### src/css_pkg.sv
// Shared constants and types for the charge state sequencer
package css_pkg;

    // Register byte offsets on the APB port
    localparam logic [7:0] CSS_ADDR_CONTROL_ONE = 8'h00;
    localparam logic [7:0] CSS_ADDR_BAT_CURRENT = 8'h04;
    localparam logic [7:0] CSS_ADDR_CHG_VOLTAGE = 8'h08;
    localparam logic [7:0] CSS_ADDR_INPUT_LIMIT = 8'h0c;
    localparam logic [7:0] CSS_ADDR_STATUS      = 8'h10;
    localparam logic [7:0] CSS_ADDR_APPLIED     = 8'h14;

    // control_one field positions
    localparam int CSS_BIT_CHARGE_RUN = 0;
    localparam int CSS_BIT_THERM_ON   = 1;
    localparam int CSS_BIT_REG_RESET  = 2;
    localparam int CSS_BIT_SW_THRESH  = 3;
    localparam int CSS_BIT_WD_ENABLE  = 4;

    // battery_current_setting field positions
    localparam int CSS_LSB_CHG_CODE = 0;
    localparam int CSS_LSB_END_CODE = 4;

    // applied-value readback field positions
    localparam int CSS_LSB_APP_VOLT = 4;
    localparam int CSS_LSB_APP_INLIM = 12;

    // status field positions
    localparam int CSS_LSB_STATE      = 0;
    localparam int CSS_BIT_THERM_PRES = 11;
    localparam int CSS_BIT_SW_PRES    = 12;
    localparam int CSS_BIT_CV_MODE    = 13;
    localparam int CSS_BIT_WD_EXPIRED = 14;

    // Reset values of the programmable registers
    localparam logic [4:0] CSS_RST_CONTROL_ONE = 5'h13;
    localparam logic [3:0] CSS_RST_CHG_CODE    = 4'h0;
    localparam logic [2:0] CSS_RST_END_CODE    = 3'h0;
    localparam logic [5:0] CSS_RST_CHG_VOLTAGE = 6'h00;
    localparam logic [3:0] CSS_RST_INPUT_LIMIT = 4'h0;

    // Timing: one ramp step per interval
    localparam int CSS_CLK_MHZ      = 250;
    localparam int CSS_STEP_TIME_US = 10;
    localparam int CSS_STEP_CYCLES  = CSS_STEP_TIME_US * CSS_CLK_MHZ;
    localparam int CSS_CONFIG_CYCLES = 64;

    // Charge states, one-hot
    typedef enum logic [10:0] {
        CSS_OFF       = 11'h001,
        CSS_CONFIG    = 11'h002,
        CSS_WAIT      = 11'h004,
        CSS_SAFE      = 11'h008,
        CSS_PRE       = 11'h010,
        CSS_FULL      = 11'h020,
        CSS_END       = 11'h040,
        CSS_FAULT     = 11'h080,
        CSS_WEAK_WAIT = 11'h100,
        CSS_WEAK_SAFE = 11'h200,
        CSS_WEAK_CHG  = 11'h400
    } css_state_type;

    // Current source selection for the analogue current loop
    typedef enum logic [1:0] {
        CSS_CUR_NONE = 2'h0,
        CSS_CUR_SAFE = 2'h1,
        CSS_CUR_PRE  = 2'h2,
        CSS_CUR_PROG = 2'h3
    } css_cur_type;

    // Analogue comparator outputs, asynchronous to mclk
    typedef struct packed {
        logic inAboveDetect;
        logic inAboveBatMargin;
        logic batAboveSafe;
        logic batAbovePre;
        logic batAboveRecharge;
        logic batNearChargeVoltage;
        logic currentBelowEnd;
        logic batAboveSwitch;
        logic switchProbeHigh;
        logic thermistorSensed;
        logic tempGood;
        logic hostPowerMode;
    } css_sense_type;

    // Controls toward the analogue power stage
    typedef struct packed {
        logic        converterOn;
        logic        constantVoltage;
        logic        linearSourceOn;
        css_cur_type currentSelect;
        logic        thermistorBlockOn;
        logic        switchThresholdSelect;
        logic [3:0]  chargeCurrentCode;
        logic [2:0]  endCurrentCode;
        logic [5:0]  chargeVoltageCode;
        logic [3:0]  inputLimitCode;
    } css_power_type;

endpackage

### src/css_sequencer.sv
// Charge state sequencer with APB register port
`timescale 1ns/1ps

module css_sequencer
    import css_pkg::*;
#(
    parameter int WD_CYCLES = 250000000
) (
    input  wire logic          mclk,
    input  wire logic          rst,
    input  wire logic          psel,
    input  wire logic          penable,
    input  wire logic          pwrite,
    input  wire logic [7:0]    paddr,
    input  wire logic [31:0]   pwdata,
    output logic               pready,
    output logic [31:0]        prdata,
    output logic               pslverr,
    input  wire css_sense_type sense,
    output css_power_type      power,
    output logic               switchDrive,
    output logic               switchProbe,
    output logic               thermistorPresent,
    output logic               switchPresent
);

    // Bring a code one step closer to its target
    function automatic logic [5:0] stepToward(input logic [5:0] cur,
                                              input logic [5:0] tgt);
        if (cur < tgt) begin
            return 6'(cur + 6'h01);
        end else if (cur > tgt) begin
            return 6'(cur - 6'h01);
        end else begin
            return cur;
        end
    endfunction

    css_sense_type senseMeta;
    css_sense_type senseSync;
    css_state_type state;
    css_state_type next_state;
    logic [4:0]  controlOne;
    logic [3:0]  chargeCurrentCode;
    logic [2:0]  endCurrentCode;
    logic [5:0]  chargeVoltageCode;
    logic [3:0]  inputLimitCode;
    logic [3:0]  appliedCurrent;
    logic [5:0]  appliedVoltage;
    logic [3:0]  appliedLimit;
    logic [11:0] stepCount;
    logic        stepTick;
    logic [6:0]  configCount;
    logic [31:0] wdCount;
    logic        wdExpired;
    logic        stackReset;
    logic        redetect;
    logic        setupPhase;
    logic        writeAccess;
    logic        chargeRun;
    logic        inputValid;
    assign setupPhase  = psel && !penable;
    assign writeAccess = psel && penable && pwrite;
    assign chargeRun   = controlOne[CSS_BIT_CHARGE_RUN];
    always_ff @(posedge mclk) begin
        if (rst) begin
            senseMeta <= '0;
            senseSync <= '0;
        end else begin
            senseMeta <= sense;
            senseSync <= senseMeta;
        end
    end
    // input valid and above battery by margin
    assign inputValid = senseSync.inAboveDetect && senseSync.inAboveBatMargin;
    // Zero-wait-state slave; read data is captured in the setup cycle
    assign pready = 1'b1;
    always_ff @(posedge mclk) begin
        if (rst) begin
            prdata  <= '0;
            pslverr <= 1'b0;
        end else if (setupPhase) begin
            pslverr <= 1'b0;
            prdata  <= '0;
            if (paddr == CSS_ADDR_CONTROL_ONE) begin
                prdata[4:0] <= controlOne;
            end else if (paddr == CSS_ADDR_BAT_CURRENT) begin
                prdata[CSS_LSB_CHG_CODE +: 4] <= chargeCurrentCode;
                prdata[CSS_LSB_END_CODE +: 3] <= endCurrentCode;
            end else if (paddr == CSS_ADDR_CHG_VOLTAGE) begin
                prdata[5:0] <= chargeVoltageCode;
            end else if (paddr == CSS_ADDR_INPUT_LIMIT) begin
                prdata[3:0] <= inputLimitCode;
            end else if (paddr == CSS_ADDR_STATUS) begin
                prdata[CSS_LSB_STATE +: 11]  <= state;
                prdata[CSS_BIT_THERM_PRES]   <= thermistorPresent;
                prdata[CSS_BIT_SW_PRES]      <= switchPresent;
                prdata[CSS_BIT_CV_MODE]      <= power.constantVoltage;
                prdata[CSS_BIT_WD_EXPIRED]   <= wdExpired;
            end else if (paddr == CSS_ADDR_APPLIED) begin
                prdata[3:0]                  <= appliedCurrent;
                prdata[CSS_LSB_APP_VOLT +: 6] <= appliedVoltage;
                prdata[CSS_LSB_APP_INLIM +: 4] <= appliedLimit;
            end else begin
                pslverr <= 1'b1;
            end
        end
    end
    // stack reset is a one-cycle strobe, the bit never reads back
    always_ff @(posedge mclk) begin
        if (rst) begin
            stackReset <= 1'b0;
        end else begin
            stackReset <= writeAccess && paddr == CSS_ADDR_CONTROL_ONE
                          && pwdata[CSS_BIT_REG_RESET];
        end
    end
    // writes land at any time; control and end-current codes act directly, current, voltage and limit codes ramp
    always_ff @(posedge mclk) begin
        if (rst || stackReset) begin
            controlOne        <= CSS_RST_CONTROL_ONE;
            chargeCurrentCode <= CSS_RST_CHG_CODE;
            endCurrentCode    <= CSS_RST_END_CODE;
            chargeVoltageCode <= CSS_RST_CHG_VOLTAGE;
            inputLimitCode    <= CSS_RST_INPUT_LIMIT;
        end else if (writeAccess) begin
            if (paddr == CSS_ADDR_CONTROL_ONE) begin
                controlOne <= pwdata[4:0] & ~(5'h01 << CSS_BIT_REG_RESET);
            end else if (paddr == CSS_ADDR_BAT_CURRENT) begin
                chargeCurrentCode <= pwdata[CSS_LSB_CHG_CODE +: 4];
                endCurrentCode    <= pwdata[CSS_LSB_END_CODE +: 3];
            end else if (paddr == CSS_ADDR_CHG_VOLTAGE) begin
                chargeVoltageCode <= pwdata[5:0];
            end else if (paddr == CSS_ADDR_INPUT_LIMIT) begin
                inputLimitCode <= pwdata[3:0];
            end
        end
    end
    always_ff @(posedge mclk) begin
        if (rst || stepTick) begin
            stepCount <= '0;
        end else begin
            stepCount <= 12'(stepCount + 12'h001);
        end
    end
    assign stepTick = stepCount == 12'(CSS_STEP_CYCLES - 1);
    // applied targets walk one code per interval
    always_ff @(posedge mclk) begin
        if (rst) begin
            appliedCurrent <= CSS_RST_CHG_CODE;
            appliedVoltage <= CSS_RST_CHG_VOLTAGE;
            appliedLimit   <= CSS_RST_INPUT_LIMIT;
        end else if (stepTick) begin
            appliedCurrent <= 4'(stepToward({2'h0, appliedCurrent},
                                            {2'h0, chargeCurrentCode}));
            appliedVoltage <= stepToward(appliedVoltage, chargeVoltageCode);
            appliedLimit   <= 4'(stepToward({2'h0, appliedLimit},
                                            {2'h0, inputLimitCode}));
        end
    end
    // any write restarts the watchdog; expiry sticks until a write
    always_ff @(posedge mclk) begin
        if (rst) begin
            wdCount   <= '0;
            wdExpired <= 1'b0;
        end else if (writeAccess) begin
            wdCount   <= '0;
            wdExpired <= 1'b0;
        end else if (controlOne[CSS_BIT_WD_ENABLE] && state != CSS_OFF
                     && !wdExpired) begin
            if (wdCount == 32'(WD_CYCLES - 1)) begin
                wdExpired <= 1'b1;
            end else begin
                wdCount <= 32'(wdCount + 32'h1);
            end
        end
    end
    // stack reset forces fresh detection; set beats clear
    always_ff @(posedge mclk) begin
        if (rst || (state == CSS_CONFIG && !stackReset)) begin
            redetect <= 1'b0;
        end else if (stackReset) begin
            redetect <= 1'b1;
        end
    end
    // Probe settle time in config state
    always_ff @(posedge mclk) begin
        if (rst || state != CSS_CONFIG) begin
            configCount <= '0;
        end else begin
            configCount <= 7'(configCount + 7'h01);
        end
    end
    // presence recorded at the end of config
    always_ff @(posedge mclk) begin
        if (rst) begin
            thermistorPresent <= 1'b0;
            switchPresent     <= 1'b0;
        end else if (state == CSS_OFF) begin
            thermistorPresent <= 1'b0;
            switchPresent     <= 1'b0;
        end else if (state == CSS_CONFIG
                     && configCount == 7'(CSS_CONFIG_CYCLES - 1)) begin
            switchPresent     <= senseSync.switchProbeHigh;
            thermistorPresent <= senseSync.thermistorSensed;
        end
    end
    always_comb begin
        next_state = state;
        case (state)
            CSS_OFF: begin
                if (inputValid) begin
                    next_state = CSS_CONFIG;
                end
            end
            CSS_CONFIG: begin
                if (configCount == 7'(CSS_CONFIG_CYCLES - 1)) begin
                    next_state = CSS_WAIT;
                end
            end
            CSS_WAIT: begin
                if (switchPresent && !senseSync.batAboveSwitch
                    && !senseSync.hostPowerMode) begin
                    next_state = CSS_WEAK_WAIT;
                end else begin
                    next_state = CSS_SAFE;
                end
            end
            CSS_SAFE: begin
                if (senseSync.batAboveSafe) begin
                    next_state = CSS_PRE;
                end
            end
            CSS_PRE: begin
                if (senseSync.batAbovePre) begin
                    next_state = CSS_FULL;
                end
            end
            CSS_FULL: begin
                if (senseSync.batAboveRecharge && senseSync.currentBelowEnd) begin
                    next_state = CSS_END;
                end
            end
            CSS_END: begin
                if (!senseSync.batAboveRecharge) begin
                    next_state = CSS_FULL;
                end
            end
            CSS_FAULT: begin
                if (chargeRun && !wdExpired) begin
                    next_state = CSS_WAIT;
                end
            end
            CSS_WEAK_WAIT: begin
                // temperature fine or no thermistor; else stay
                if (senseSync.tempGood || !thermistorPresent) begin
                    next_state = CSS_WEAK_SAFE;
                end
            end
            CSS_WEAK_SAFE: begin
                if (senseSync.batAboveSafe) begin
                    next_state = CSS_WEAK_CHG;
                end
            end
            CSS_WEAK_CHG: begin
                if (senseSync.batAboveSwitch) begin
                    next_state = CSS_FULL;
                end
            end
            default: begin
                next_state = CSS_OFF;
            end
        endcase
        // Unplug wins over everything, then re-detection, then fault
        if (!inputValid) begin
            next_state = CSS_OFF;
        end else if (state != CSS_OFF && redetect) begin
            next_state = CSS_CONFIG;
        end else if (state != CSS_OFF && state != CSS_CONFIG
                     && (!chargeRun || wdExpired)) begin
            next_state = CSS_FAULT;
        end
    end

    always_ff @(posedge mclk) begin
        if (rst) begin
            state <= CSS_OFF;
        end else begin
            state <= next_state;
        end
    end
    // probe raises the pin only while detecting
    always_ff @(posedge mclk) begin
        if (rst) begin
            switchProbe <= 1'b0;
        end else begin
            switchProbe <= next_state == CSS_CONFIG;
        end
    end

    // switch open only in the weak-battery states
    // never open above the switch threshold
    always_ff @(posedge mclk) begin
        if (rst) begin
            switchDrive <= 1'b0;
        end else begin
            switchDrive <= switchPresent && !senseSync.batAboveSwitch
                           && (state == CSS_WEAK_WAIT
                               || state == CSS_WEAK_SAFE
                               || state == CSS_WEAK_CHG);
        end
    end

    // Power stage controls, registered so the pins never glitch
    always_ff @(posedge mclk) begin
        if (rst) begin
            power <= '0;
        end else begin
            // converter runs in pre, full and weak states
            power.converterOn <= state == CSS_PRE || state == CSS_FULL
                                 || state == CSS_WEAK_WAIT
                                 || state == CSS_WEAK_SAFE
                                 || state == CSS_WEAK_CHG;
            // voltage loop takes over near the target in full, and always in weak wait
            power.constantVoltage <= (state == CSS_FULL
                                      && senseSync.batNearChargeVoltage)
                                     || state == CSS_WEAK_WAIT;
            power.linearSourceOn <= state == CSS_SAFE
                                    || state == CSS_WEAK_SAFE
                                    || state == CSS_WEAK_CHG;
            if (state == CSS_SAFE || state == CSS_WEAK_SAFE) begin
                power.currentSelect <= CSS_CUR_SAFE;
            end else if (state == CSS_PRE) begin
                power.currentSelect <= CSS_CUR_PRE;
            end else if (state == CSS_FULL) begin
                power.currentSelect <= CSS_CUR_PROG;
            end else begin
                // end of charge halts battery current
                power.currentSelect <= CSS_CUR_NONE;
            end
            // only the fault state honours the power-down bit
            power.thermistorBlockOn <= state != CSS_FAULT
                                       || controlOne[CSS_BIT_THERM_ON];
            power.switchThresholdSelect <= controlOne[CSS_BIT_SW_THRESH];
            power.chargeCurrentCode <= appliedCurrent;
            power.endCurrentCode    <= endCurrentCode;
            power.chargeVoltageCode <= appliedVoltage;
            power.inputLimitCode    <= appliedLimit;
        end
    end

endmodule

### config.mk
export PLATFORM = sky130hd
export DESIGN_NAME = css_sequencer
export DESIGN_NICKNAME = d
export VERILOG_FILES = /design/src/css_pkg.sv /design/src/css_sequencer.sv
export SDC_FILE = /design/constraint.sdc
export NUM_CORES = 1
export LEC_CHECK = 0
export BUFFER_PORTS_ARGS = -buffer_cell sky130_fd_sc_hd__clkbuf_2
export CAP_MARGIN = 5
export CORE_MARGIN = 3
export CORE_UTILIZATION = 57
export CTS_CLUSTER_DIAMETER = 100
export DETAILED_ROUTE_END_ITERATION = 8
export HOLD_SLACK_MARGIN = 0.15
export PLACE_DENSITY = 0.8
export SLEW_MARGIN = 10
export SYNTH_ARGS = -nofsm -noshare
export SYNTH_HDL_FRONTEND = slang
export SYNTH_SLANG_ARGS = --single-unit
### constraint.sdc
create_clock -name mclk -period 4 [get_ports mclk]
set_input_delay 0 -clock mclk [delete_from_list [all_inputs] [get_ports mclk]]
set_output_delay 0 -clock mclk [all_outputs]
set_load 0.02 [all_outputs]
==> flow_summary.yaml <==
logic_synthesis:
  synthCells: 892
  yosysTopAreaCell: "dfxtp_1"
  synth_commonest_cells: "169 x dfxtp_1, 100 x nor2_1, 58 x nand2_1"
  yosys_most_used_dff: "dfxtp_1"
  syn_area_per_cell_um2: 8.970
  netlist_area_mm2: 0.008001
  synth_top_area_share_pct: 42.28
  synth_edf_count: 0
  synthTopCellsByArea: "dfxtp_1 42%, nor2_1 4.7%, ha_1 3.9%"
  seq_area_frac_synth_pct: 42.28
  ys_warn_count: 0
  synth_most_common_cell: "dfxtp_1"
  synth_seq_cells: 169
  synthArstFlopShare_pct: 0
  synth_cell_types: 70
global_routing:
  grt_max_degree: 56
  overflow: 0
  grt_pass1_vias: 6168
  grt_pass1_wl_um: 30260
  grt_antenna_before_repair: 0
  grt.total_usage_pct: 23.42
power:
  power_frac_comb_pct: 6.0
  p_sw_uw: 815.9
  seqPwrFrac_pct: 48.7
  power_density_mw_per_mm2: 385.9
  peakVddDrop_uv: 299.0
  p_leak_uw: 0.003637
  power.internal_uw: 2722
  swShare_pct: 23.06
  p_clk_share_pct: 45.3
clocking:
  post-cts-setup-buffers: 0
  ctsResizeCount: 0
  cts.reportedPaths.clkPinSlew_ns: 0.07
  cts_tree: "built"
  h-tree-depth: 4
  cts.sinks: 169
  cts_buffer_depth: 2
  cts.root.buffer_cell: "clkbuf_16"
  insertion_delay_ns: 0.43
  numCtsBuffers: 17
floorplan:
  die_area_mm2: 0.01550
  start_util_pct: 59.25
  rows: 42
  core_area_mm2: 0.01351
  pin_count: 119
  die_h_um: 124.5
  die_x_um: 124.5
min_path:
  hp-class: "input port to register"
critical_path:
  critPathMaxFanout: 7
  startpoint_type: "register"
  cp-end-kind: "register"
  cp.required_ns: 4.32
  arrival_ns: 3.78
  crit_type: "register to register"
timing:
  timing.final.hold_violations: 0
  setup_slack_ns: 0.5415
  slew_headroom_pct: 34.67
  min_period_ns: 3.459
  worst_slew_pin_slew_ns: 0.9697
  slew_viol_final: 0
  finalClockSkew_ns: 0.007571
  grt_setup_unrepaired: "no"
  fin_tns_setup_ns: 0
  period_share_pct: 86.46
  finalSetupViolations: 0
  fmax_mhz: 289.1
placed_design:
  hpwl_um: 12180
  place.gp.congestion: 0.8758
  dp_slack_ns: 0.7571
  place_inst: 1104
  io_buffers: 76
  placed_cell_area_mm2: 0.008363
cells_and_area:
  drive_above_1_share_pct: 15.36
  layout.nets: 1055
  num-fill-cells: 1060
  fin_area_mm2: 0.009166
  diodes: 0
  final_cells: 1159
  area_delta_synth_final_pct: 14.56
route:
  drt_iter0_drc: 625
  wl_um: 18190
  drc: 0
  detail_route.vias_per_cell: 5.657
  dr.pass1.iters: 8
  wl_per_cell_um: 15.69
  drtAntennaViolNets: 0
  vias: 6557
outcome:
  status: "finished, final reports clean"
flow_run:
  cap_violations: 0
timing repair:
action	4_1_cts	5_1_grt
hold buffers	23	0
hold endpoints to repair	49	0
setup endpoints to repair	0	0
sequential cells by signal, summed over array words and instances (netlist names), 4 cells and up:
name / flops
appliedCurrent: 4
controlOne: 4
appliedLimit: 4
configCount: 7
appliedVoltage: 6
senseMeta: 12
prdata: 16
chargeCurrentCode: 4
state: 11
chargeVoltageCode: 6
power: 24
inputLimitCode: 4
wdCount: 32
stepCount: 12
senseSync: 12
stage by stage:
stage	hold WS, ns	total power (µW)	util [%]
6_report	0.1937	3537	67.87
5_1_grt	0.2248	3660	67.87
4_1_cts	0.1671	3552	67.87
3_5_place_dp	0.2133	1951	61.92
3_3_place_gp	0.2131	1949	61.92
2_1_floorplan	0.1240	1908	-
cells in the final DEF, fill, tap and decap left out, types with 11 or more instances in the layout:
cell type	count
dfxtp_1	169
nor2_1	100
clkbuf_2	75
nand2_1	58
a21oi_1	54
nor2b_1	50
nand3_1	45
inv_1	27
xnor2_1	25
ha_1	25
nor3_1	23
dlygate4sd3_1	23
mux2i_1	22
xor2_1	21
o21ai_0	18
conb_1	17
clkbuf_16	17
nand4_1	14
or3_1	14
a21o_1	13
mux2_2	13
and3_1	11
area by class of cell:
| class | count | area (µm²) | area share (%) |
|---|---|---|---|
| multi-input combinational | 653 | 4255 | 46.42 |
| sequential | 169 | 3383 | 36.91 |
| timing repair buffer | 102 | 633.1 | 6.907 |
| clock buffer | 21 | 450.4 | 4.914 |
| tap | 176 | 220.2 | 2.402 |
| clock inverter | 11 | 122.6 | 1.338 |
| inverter | 27 | 101.3 | 1.106 |
worst paths after layout:
kind | from | to | slack, ns | cells past startpoint
min | paddr[3] | chargeCurrentCode[2] | 0.19 | 4
max reg2reg | chargeVoltageCode[2] | appliedVoltage[5] | 0.54 | 12
min reg2reg | senseMeta[6] | senseSync[6] | 0.43 | 1
max | chargeVoltageCode[2] | appliedVoltage[5] | 0.54 | 12
power groups by stage:
stage                     Combinational, µW  Clock [µW]  Sequential [µW]
final                                   212        1600             1720
after global routing                    233        1700             1730
after CTS                               208        1620             1720
after detailed placement                190           0             1760
after global placement                  189           0             1760
after floorplan                         146           0             1760
worst max-delay path: stages (launching register included):
cell,delay [ns]
dfxtp_1,0.36
inv_1,0.06
ha_1,0.31
nor2b_1,0.13
a221oi_1,0.07
o21ai_0,0.76
ha_1,0.40
a211oi_1,0.29
o21bai_1,0.13
a21oi_1,0.20
xnor2_1,0.15
nor2b_1,0.16
mux2_2,0.34
cells by family after synthesis:
logic type,Yosys count,synth area share [%]
AND/OR/NAND/NOR,389,26.63
flip-flops,169,42.28
AO/OA/AOI/OAI,138,11.48
buffers and inverters,85,5.238
XOR/XNOR,46,5.035
multiplexers,35,4.582
adder cells (fa/ha/maj),28,4.660
other,2,0.09386
layer usage:
metal  vias up  track usage, %  share of wire, %
met5         -               0                 0
met4         0           7.930               2.4
li1       3253               -                 -
met3        38           5.403               5.4
met2       209           38.58                48
met1      3057           30.35                44
Power figures use the tool's default switching activity.
